$ cat src/rlre_pkg.sv
// shared constants for the return-with-literal and rotate execution block
`default_nettype none
package rlre_pkg;
  localparam int          INSN_W        = 12;
  localparam int          DATA_W        = 8;
  localparam int          PC_W          = 9;
  // opcode fields
  localparam logic [3:0]  RETLIT_OP     = 4'h8;   // insn[11:8]
  localparam logic [5:0]  ROTL_OP       = 6'h0d;  // insn[11:6] = 0011 01
  localparam logic [5:0]  ROTR_OP       = 6'h0c;  // insn[11:6] = 0011 00
  localparam int          DEST_BIT      = 5;
  localparam int          OPC_MSB       = 11;     // top bit of every opcode field
  localparam int          RETLIT_LSB    = 8;      // low bit of the return opcode
  localparam int          ROT_LSB       = 6;      // low bit of the rotate opcodes
  localparam int          FADDR_W       = 5;
  // two-cycle return
  localparam int          RETLIT_CYCLES = 2;
  // reset values
  localparam logic [7:0]  ACC_RST       = 8'h00;
  localparam logic [8:0]  PC_RST        = 9'h000;
  localparam logic        CARRY_RST     = 1'h0;
  typedef enum logic {RLRE_EXEC, RLRE_FLUSH} rlre_state_t;
endpackage
`default_nettype wire

$ cat src/rlre_rotate.sv
// rotate-through-carry datapath, purely combinational
`timescale 1ns/1ps
`default_nettype none
module rlre_rotate #(
  parameter int DW = 8
) (
  input  wire logic          dirLeft,
  input  wire logic [DW-1:0] srcData,
  input  wire logic          carryIn,
  output logic      [DW-1:0] result,
  output logic               carryOut
);
  // left: carry enters lsb, msb leaves; right: carry enters msb, lsb leaves
  assign result   = dirLeft ? {srcData[DW-2:0], carryIn} : {carryIn, srcData[DW-1:1]};
  assign carryOut = dirLeft ? srcData[DW-1] : srcData[0];
endmodule
`default_nettype wire

$ cat src/rlre_exec.sv
// execute logic for return-with-literal and the two rotates through carry
//
// Contract
// - return_with_literal loads accumulator with instruction's low eight bits.
// - return_with_literal reloads program_counter from stack_top_entry.
// - return_with_literal takes two instruction cycles.
// - rotate_left_through_carry rotates file register left through carry, updates carry.
// - left rotate: destination 0 writes accumulator, 1 writes file register.
// - rotate_right_through_carry rotates file register right through carry, updates carry.
// - right rotate: destination 0 writes accumulator, 1 writes file register.
`timescale 1ns/1ps
`default_nettype none
module rlre_exec #(
  parameter int DW = rlre_pkg::DATA_W,
  parameter int PW = rlre_pkg::PC_W
) (
  input  wire logic                          ref_clk,
  input  wire logic                          rst,
  input  wire logic                          insnValid,
  input  wire logic [rlre_pkg::INSN_W-1:0]   insn,
  input  wire logic [PW-1:0]                 stackTopEntry,
  input  wire logic [DW-1:0]                 fileRdData,
  output logic      [rlre_pkg::FADDR_W-1:0]  fileAddr,
  output logic                               insnReady,
  output logic                               stackPop,
  output logic      [DW-1:0]                 accQ,
  output logic                               carryQ,
  output logic      [PW-1:0]                 pcLoadValue,
  output logic                               pcLoad,
  output logic                               fileWrEn,
  output logic      [rlre_pkg::FADDR_W-1:0]  fileWrAddr,
  output logic      [DW-1:0]                 fileWrData
);
  // ------------------------------------------------------------
  // decode
  // ------------------------------------------------------------
  rlre_pkg::rlre_state_t stateQ, stateD;
  // dead cycle count derived from the package so it can be retuned in one place
  localparam logic [1:0] RetLast = 2'(rlre_pkg::RETLIT_CYCLES - 1);
  logic           [1:0] retCycQ;
  logic           [1:0] retCycD;
  wire logic         inExec  = (stateQ == rlre_pkg::RLRE_EXEC);
  wire logic         take    = insnValid && inExec;
  // opcode fields pulled out once so the compares below stay short
  wire logic [3:0]   retField = insn[rlre_pkg::OPC_MSB:rlre_pkg::RETLIT_LSB];
  wire logic [5:0]   rotField = insn[rlre_pkg::OPC_MSB:rlre_pkg::ROT_LSB];
  wire logic         isRet   = take && (retField == rlre_pkg::RETLIT_OP);
  wire logic         isRotL  = take && (rotField == rlre_pkg::ROTL_OP);
  wire logic         isRotR  = take && (rotField == rlre_pkg::ROTR_OP);
  wire logic         isRot   = isRotL || isRotR;
  wire logic         toFile  = insn[rlre_pkg::DEST_BIT];
  wire logic [DW-1:0] rotRes;
  wire logic          rotCarry;

  // file register read address comes straight from the f field
  assign fileAddr  = insn[rlre_pkg::FADDR_W-1:0];
  // busy during the second cycle of a return, the fetched word is discarded
  assign insnReady = inExec;
  assign stackPop  = isRet;
  // cycles spent on the current return, 1 in the first dead cycle
  assign retCycD   = isRet ? 2'h1 : (inExec ? 2'h0 : retCycQ + 2'h1);

  // the rotator reads the live carry, so back-to-back rotates chain through it
  rlre_rotate #(.DW(DW)) uRot (
    .dirLeft  (isRotL),
    .srcData  (fileRdData),
    .carryIn  (carryQ),
    .result   (rotRes),
    .carryOut (rotCarry)
  );

  // ------------------------------------------------------------
  // state
  // ------------------------------------------------------------
  // return spends one extra cycle flushing the prefetched word
  always_comb begin
    case (stateQ)
      rlre_pkg::RLRE_EXEC:  stateD = isRet ? rlre_pkg::RLRE_FLUSH : rlre_pkg::RLRE_EXEC;
      rlre_pkg::RLRE_FLUSH: stateD = (retCycQ == RetLast) ? rlre_pkg::RLRE_EXEC : rlre_pkg::RLRE_FLUSH;
      default:              stateD = rlre_pkg::RLRE_EXEC;
    endcase
  end

  always_ff @(posedge ref_clk) begin
    if (rst) begin
      stateQ  <= rlre_pkg::RLRE_EXEC;
      retCycQ <= 2'h0;
    end else begin
      stateQ  <= stateD;
      retCycQ <= retCycD;
    end
  end

  // ------------------------------------------------------------
  // architectural results
  // ------------------------------------------------------------
  // accumulator: literal on return, rotate result when destination is 0
  always_ff @(posedge ref_clk) begin
    if (rst) begin
      accQ <= rlre_pkg::ACC_RST;
    end else if (isRet) begin
      accQ <= insn[DW-1:0];
    end else if (isRot && !toFile) begin
      accQ <= rotRes;
    end
  end

  // carry changes on both rotates, whatever the destination
  always_ff @(posedge ref_clk) begin
    if (rst) begin
      carryQ <= rlre_pkg::CARRY_RST;
    end else if (isRot) begin
      carryQ <= rotCarry;
    end
  end

  // file write-back and pc reload, registered so data outputs come from flops
  // address is captured with the data so the writer always sees a matching pair
  always_ff @(posedge ref_clk) begin
    if (rst) begin
      fileWrEn    <= 1'b0;
      fileWrAddr  <= '0;
      fileWrData  <= '0;
      pcLoad      <= 1'b0;
      pcLoadValue <= rlre_pkg::PC_RST;
    end else begin
      fileWrEn    <= isRot && toFile;
      fileWrAddr  <= fileAddr;
      fileWrData  <= rotRes;
      pcLoad      <= isRet;
      if (isRet) begin
        pcLoadValue <= stackTopEntry;
      end
    end
  end

  // ------------------------------------------------------------
  // assertions
  // ------------------------------------------------------------
  property p_ret_acc;
    @(posedge ref_clk) disable iff (rst) isRet |=> accQ == $past(insn[7:0]);
  endproperty
  a_ret_acc: assert property (p_ret_acc) else $error("literal not loaded");

  property p_ret_pc;
    @(posedge ref_clk) disable iff (rst) isRet |=> pcLoad && pcLoadValue == $past(stackTopEntry);
  endproperty
  a_ret_pc: assert property (p_ret_pc) else $error("pc not reloaded from stack");

  property p_ret_two;
    @(posedge ref_clk) disable iff (rst) isRet |=> !insnReady ##1 insnReady;
  endproperty
  a_ret_two: assert property (p_ret_two) else $error("return not two cycles");

  property p_rotl;
    @(posedge ref_clk) disable iff (rst)
      isRotL |=> carryQ == $past(fileRdData[7]) && fileWrData == {$past(fileRdData[6:0]), $past(carryQ)};
  endproperty
  a_rotl: assert property (p_rotl) else $error("left rotate wrong");

  property p_rotl_dest;
    @(posedge ref_clk) disable iff (rst)
      isRotL |=> (fileWrEn == $past(toFile)) && ($past(toFile) || accQ == fileWrData);
  endproperty
  a_rotl_dest: assert property (p_rotl_dest) else $error("left rotate destination wrong");

  property p_rotr;
    @(posedge ref_clk) disable iff (rst)
      isRotR |=> carryQ == $past(fileRdData[0]) && fileWrData == {$past(carryQ), $past(fileRdData[7:1])};
  endproperty
  a_rotr: assert property (p_rotr) else $error("right rotate wrong");

  property p_rotr_dest;
    @(posedge ref_clk) disable iff (rst)
      isRotR && toFile |=> fileWrEn && accQ == $past(accQ);
  endproperty
  a_rotr_dest: assert property (p_rotr_dest) else $error("right rotate destination wrong");

  property p_carry_hold;
    @(posedge ref_clk) disable iff (rst) !isRot |=> $stable(carryQ);
  endproperty
  a_carry_hold: assert property (p_carry_hold) else $error("carry changed without rotate");

  // a second pop in the dead cycle would unwind the return stack twice
  property p_pop_once;
    @(posedge ref_clk) disable iff (rst) stackPop |=> !stackPop;
  endproperty
  a_pop_once: assert property (p_pop_once) else $error("stack popped twice");

  // nothing architectural may move while the prefetched word is flushed
  property p_flush_quiet;
    @(posedge ref_clk) disable iff (rst)
      stateQ == rlre_pkg::RLRE_FLUSH |=> !fileWrEn && !pcLoad && $stable(accQ) && $stable(carryQ);
  endproperty
  a_flush_quiet: assert property (p_flush_quiet) else $error("state changed in dead cycle");

  // right rotate into the accumulator leaves the file register alone
  property p_rotr_acc;
    @(posedge ref_clk) disable iff (rst)
      isRotR && !toFile |=> !fileWrEn && accQ == fileWrData;
  endproperty
  a_rotr_acc: assert property (p_rotr_acc) else $error("right rotate to accumulator wrong");

  // left rotate back to the file keeps the accumulator and the address
  property p_rotl_keep;
    @(posedge ref_clk) disable iff (rst)
      isRotL && toFile |=> accQ == $past(accQ) && fileWrAddr == $past(fileAddr);
  endproperty
  a_rotl_keep: assert property (p_rotl_keep) else $error("left rotate to file wrong");

  // the reload strobe is a single pulse per return
  property p_pc_pulse;
    @(posedge ref_clk) disable iff (rst) pcLoad |=> !pcLoad;
  endproperty
  a_pc_pulse: assert property (p_pc_pulse) else $error("reload strobe held");

  c_ret:     cover property (@(posedge ref_clk) disable iff (rst) isRet ##2 isRotL);
  c_rotl_f:  cover property (@(posedge ref_clk) disable iff (rst) isRotL && toFile);
  c_rotr_w:  cover property (@(posedge ref_clk) disable iff (rst) isRotR && !toFile);
  c_rotr_f:  cover property (@(posedge ref_clk) disable iff (rst) isRotR && toFile);
  c_rotl_w:  cover property (@(posedge ref_clk) disable iff (rst) isRotL && !toFile);
endmodule
`default_nettype wire

$ cat config.mk
export PLATFORM = sky130hd
export DESIGN_NAME = rlre_exec
export DESIGN_NICKNAME = d
export VERILOG_FILES = /design/src/rlre_pkg.sv /design/src/rlre_rotate.sv /design/src/rlre_exec.sv
export SDC_FILE = /design/constraint.sdc
export NUM_CORES = 1
export LEC_CHECK = 0
export ABC_AREA = 0
export BUFFER_PORTS_ARGS = -buffer_cell sky130_fd_sc_hd__buf_2
export CAP_MARGIN = 20
export CORE_ASPECT_RATIO = 0.8
export CORE_MARGIN = 1
export CORE_UTILIZATION = 45
export CTS_CLUSTER_DIAMETER = 40
export DETAILED_ROUTE_END_ITERATION = 12
export PLACE_DENSITY = 0.85
export SYNTH_ARGS = -nofsm -noshare
export SYNTH_HDL_FRONTEND = slang
export SYNTH_SLANG_ARGS = --single-unit
$ cat constraint.sdc
create_clock -name ref_clk -period 1.8 [get_ports ref_clk]
set_clock_uncertainty 0.15 [all_clocks]
set_input_delay 0.18 -clock ref_clk [delete_from_list [all_inputs] [get_ports ref_clk]]
set_output_delay 0.18 -clock ref_clk [all_outputs]
set_load 0.05 [all_outputs]
Word level (Yosys, flattened, before mapping)
Index checks and enable logic that the tools add are counted.
W data, S select, Z words.
Storage, ports and cells
  output and inout bits: 40
  input bits: 32
  register bits: 36
Operators by class
  equal/unequal tests: 4
  multiplexer cells: 9
  $add $sub $neg: 1
  reductions and logical operators: 10
  bitwise operators: 1
Operators by type and width (count)
  $mux W8: 3
  $eq A6 B4 Y1 const B: 2
  $logic_and A1 B1 Y1: 6
  $mux W1: 5
  $eq A4 B4 Y1 const B: 1
  $reduce_or A3 Y1: 1
  $add A2 B1 Y2 const B: 1
  $eq A2 B1 Y1 const B: 1
  $pmux W1 S2: 1
  $reduce_bool A2 Y1: 1
  $logic_not A1 Y1: 1
  $logic_or A1 B1 Y1: 1
  $not A1 Y1: 1

Depth between registers and ports, before layout
  depth after elaboration: 7
  gate-level depth with buffers: 6
  gate-level depth less buffers: 5

Modules after synthesis
Synthesis repeated with hierarchy kept, for this count alone.
Unflattened totals
  cells, all modules: 147
  area, all modules: 1445.1 um^2
By module, submodules not included
  rlre_exec: cells an instance 137, area each 1298.7 um^2, instances 1
  rlre_rotate: cells an instance 10, area each 146.4 um^2, instances 1

Least setup slack after synthesis
No wires, ideal clock.
  path kind: reg2reg
  start point: reg stateQ
  end point: reg pcLoadValue[1]
  setup slack: 0.414 ns
  required time: 1.512 ns
  stages on the path, launching flop included: 7
  library setup time: 0.138 ns
  arrival: 1.098 ns
  path buffers: 2
  path through: dfxtp_1 > nor3b_4 > nand2_2 > buf_6 > buf_6 > nand2_1 > a21oi_1
On the way
  cells in the longest elaborated chain, start to end: 3
Ends and longest elaborated chain
  start: declaration: RTL line rlre_exec.sv:37  | rlre_pkg::rlre_state_t stateQ, stateD;
  start signal: assignment: RTL line rlre_exec.sv:86  | stateQ <= rlre_pkg::RLRE_EXEC;
  start signal: assignment: RTL line rlre_exec.sv:89  | stateQ <= stateD;
  $not A1 Y1: RTL line rlre_exec.sv:42  | wire logic inExec = (stateQ == rlre_pkg::RLRE_EXEC);
  $logic_and A1 B1 Y1: RTL line rlre_exec.sv:43  | wire logic take = insnValid && inExec;
  $logic_and A1 B1 Y1: RTL line rlre_exec.sv:47  | wire logic isRet = take && (retField == rlre_pkg::RETLIT_OP);
  end signal: assignment: RTL line rlre_exec.sv:125  | pcLoadValue <= rlre_pkg::PC_RST;
  end signal: assignment: RTL line rlre_exec.sv:132  | pcLoadValue <= stackTopEntry;
  end: declaration: RTL line rlre_exec.sv:28  | output logic [PW-1:0] pcLoadValue,
Every way passes these cells.
A chain may end at the register's enable or synchronous reset.

Worst setup path after layout
  start point: reg stateQ
  end point: out stackPop
On the way
  cells in the longest elaborated chain, start to end: 3
Ends and longest elaborated chain
  $not A1 Y1: RTL line rlre_exec.sv:42
  $logic_and A1 B1 Y1: RTL line rlre_exec.sv:43
  $logic_and A1 B1 Y1: RTL line rlre_exec.sv:47
  end: declaration: RTL line rlre_exec.sv:25  | output logic stackPop,
Every way passes these cells.

==> flow_metrics.py <==
metrics = {
    "clock_network": {
        "clk_pin_slew_ns": 0.07,
        "cts.sinks": 36,
        "numCtsBuffers": 5,
        "htree_levels": 2,
        "clk_latency_ns": 0.28,
        "clk_path_buf_depth": 2,
        "clockRootBuffer": "clkbuf_8",
        "cts_tree": "done",
    },
    "power_and_ir_drop": {
        "p_int_mw": 1.227,
        "swShare": 0.2634,
        "p_sw_mw": 0.4387,
        "max-vdd-ir-drop_mv": 0.4509,
        "clkPwrFrac": 0.342,
        "leakage_nw": 0.9123,
        "power_density_mw_per_mm2": 811.8,
        "comb_power_share": 0.163,
        "total_power_mw": 1.666,
        "seq_power_share": 0.495,
    },
    "yosys": {
        "synth_top_family_by_area": "simple AND/OR/NAND/NOR gates",
        "ys_seq_area_frac": 0.4721,
        "synth_compound_area_frac": 0.1631,
        "synthSimpleGateAreaFrac": 0.2066,
        "synth_area_sq_mm": 0.001526,
        "postSynthCellCount": 162,
        "synthAdderAreaFrac": 0.008197,
        "synth_area_per_cell_sq_um": 9.423,
        "synth-xor-area-share": 0,
        "ys_types": 32,
        "ys_seq_elements": 36,
        "muxShareOfSynthArea": 0.06557,
        "ys_warn_count": 0,
        "synth_nets": 195,
    },
    "routing": {
        "drcViolationCount": 0,
        "vias": 1381,
        "drt_iter0_markers": 54,
        "drt-wirelength-per-cell_um": 11.70,
        "viasPerCell": 4.915,
        "wl_um": 3289,
        "drt-pass1-iter-count": 4,
        "ant_nets": 0,
    },
    "final_layout": {
        "antennaDiodeCount": 0,
        "area_growth_pct": 34.43,
        "drive_gt1_frac": 0.4315,
        "nets": 273,
        "layout_commonest_cell": "buf_2",
        "layout_common_cells": "buf_2 (70), dfxtp_1 (36), nand2_1 (35)",
    },
    "sta": {
        "tns_ns": 0,
        "setup_viol": 0,
        "hold_violations": 0,
        "slew_headroom": 0.6825,
        "worst_pin_slew_ns": 0.4763,
        "drv_slew": 0,
        "max_freq_mhz": 587.9,
        "fin_crit_ns": 1.701,
        "period_share": 0.9451,
        "rsz0062_at_grt": "no",
    },
    "floorplan": {
        "start_util": 0.4841,
        "dieHeight_um": 54.10,
        "die_w_um": 67.12,
        "pin_count": 72,
        "coreArea_sq_mm": 0.003153,
        "rows": 18,
        "die-area_sq_mm": 0.003631,
    },
    "global_routing": {
        "track_usage": 0.1834,
        "grt_pass1_wl_um": 4795,
        "overflow": 0,
        "grtUsageMet3": 0.06356,
        "grt_antenna_before_repair": 0,
        "grt_pass1_vias": 1078,
        "use_met2": 0.2633,
        "grt_busiest_layer": "met2",
        "grtUsageMet1": 0.2490,
        "grt_max_degree": 27,
    },
    "place": {
        "port_buffers": 71,
        "dpl.hpwl_um": 2344,
        "gp_congestion": 0.7941,
    },
    "critical_path": {
        "crit_arrival_ns": 1.37,
        "crit_chain": "nor3b_4 -> nand2_2 -> inv_6 -> buf_4",
        "cpPeakStageDelay_ns": 0.37,
        "worst_ep_required_time_ns": 1.47,
        "critPathKind": "reg -> out",
        "cp_slowest_cell": "dfxtp_1",
        "critPathLaunchType": "register",
        "cp_max_fo": 18,
        "end_kind": "output pin",
    },
    "run_status": {
        "outcome": "finished clean",
    },
    "worst_hold_path": {
        "hp-class": "in -> reg",
    },
    "run": {
        "maxCapViolCount": 0,
    },
}
## flip-flops by register name (all words and copies together) (netlist names)
name	flops
accQ	8
carryQ	1
fileWrAddr	5
fileWrData	8
fileWrEn	1
pcLoad	1
pcLoadValue	9
retCycQ	2
stateQ	1
## per-stage QoR
stage	hold WS, ns	std cells	util	cell area [sq um]	worst slack (ns)
global route	0.01690	281	0.6508	2052	0.02862
floorplan	0.1582	162	-	1526	0.4140
detailed placement	0.2780	261	0.5833	1839	0.2349
CTS	0.005916	281	0.6500	2049	0.07712
finish	0.009833	281	0.6508	2052	0.09889
global placement	0.2707	261	0.5833	1839	0.2793
## worst max-delay path, delay by kind of cell (launching register included)
| family | cells | cell delay, ns |
|---|---|---|
| flops | 1 | 0.37 |
| buf+inv | 2 | 0.37 |
| simple gates | 2 | 0.35 |
## power by group through the flow
stage | Combinational, mW | Sequential, mW | Clock (mW)
floorplan | 0.106 | 0.917 | 0
global placement | 0.249 | 0.843 | 0
detailed placement | 0.250 | 0.843 | 0
CTS | 0.271 | 0.825 | 0.582
global route | 0.289 | 0.827 | 0.622
finish | 0.271 | 0.825 | 0.570
## layout make-up
type	instances	area [sq um]
sequential	36	720.7
multi-input combinational	108	676.9
timing repair buffer	86	498.0
tap	40	50.05
fill	287	1101
clock buffer	8	90.09
inverter	3	16.27
## final timing paths
| kind | cells past startpoint | startpoint | end | slack (ns) |
|---|---|---|---|---|
| setup reg to reg | 5 | stateQ$_SDFF_PP0_ | fileWrData[4]$_SDFF_PP0_ | 0.25 |
| hold reg to reg | 2 | pcLoadValue[6]$_SDFFE_PP0P_ | pcLoadValue[6]$_SDFFE_PP0P_ | 0.30 |
| hold / removal | 2 | insn[1] | fileWrAddr[1]$_SDFF_PP0_ | 0.01 |
| setup / recovery | 4 | stateQ$_SDFF_PP0_ | stackPop | 0.1 |
## Yosys cell counts, drive strengths merged
master,instances,area (sq um)
a222oi,1,10.01
nor2b,5,31.28
a21oi,27,172.7
nor2,2,7.510
a311oi,1,8.760
o21ai,1,5.000
and2,1,6.260
nand2b,1,6.260
nor3,1,5.000
nor3b,2,26.28
mux2,8,90.09
or2b,1,7.510
inv,3,13.77
nand2,36,137.6
clkbuf,3,11.26
mux2i,1,10.01
a22oi,7,52.55
buf,12,103.8
ha,1,12.51
nor4b,1,15.01
and3,1,6.260
dfxtp,36,720.7
and4b,1,10.01
and4bb,1,16.27
nand3,8,40.04
## kinds of logic (layout without fill, tap and decap cells)
group	Yosys count	after routing
compound gates	37	37
fa+ha+maj	1	1
flops	36	36
mux	9	9
buf+inv	18	97
simple gates	61	61
## layer usage
layer | part of all wire | wire length [um]
met1 | 0.49 | 1609
met3 | 0.078 | 258
met4 | 0.011 | 35
met5 | 0 | 0
met2 | 0.42 | 1386
## timing repair
action	CTS	global route
buffers inserted	1	0
setup endpoints to repair	1	1
hold endpoints to repair	11	0
pin swaps	1	0
resized for setup	1	1
gates cloned	0	0
hold buffers	11	0
(Power assumes the default switching activity.)
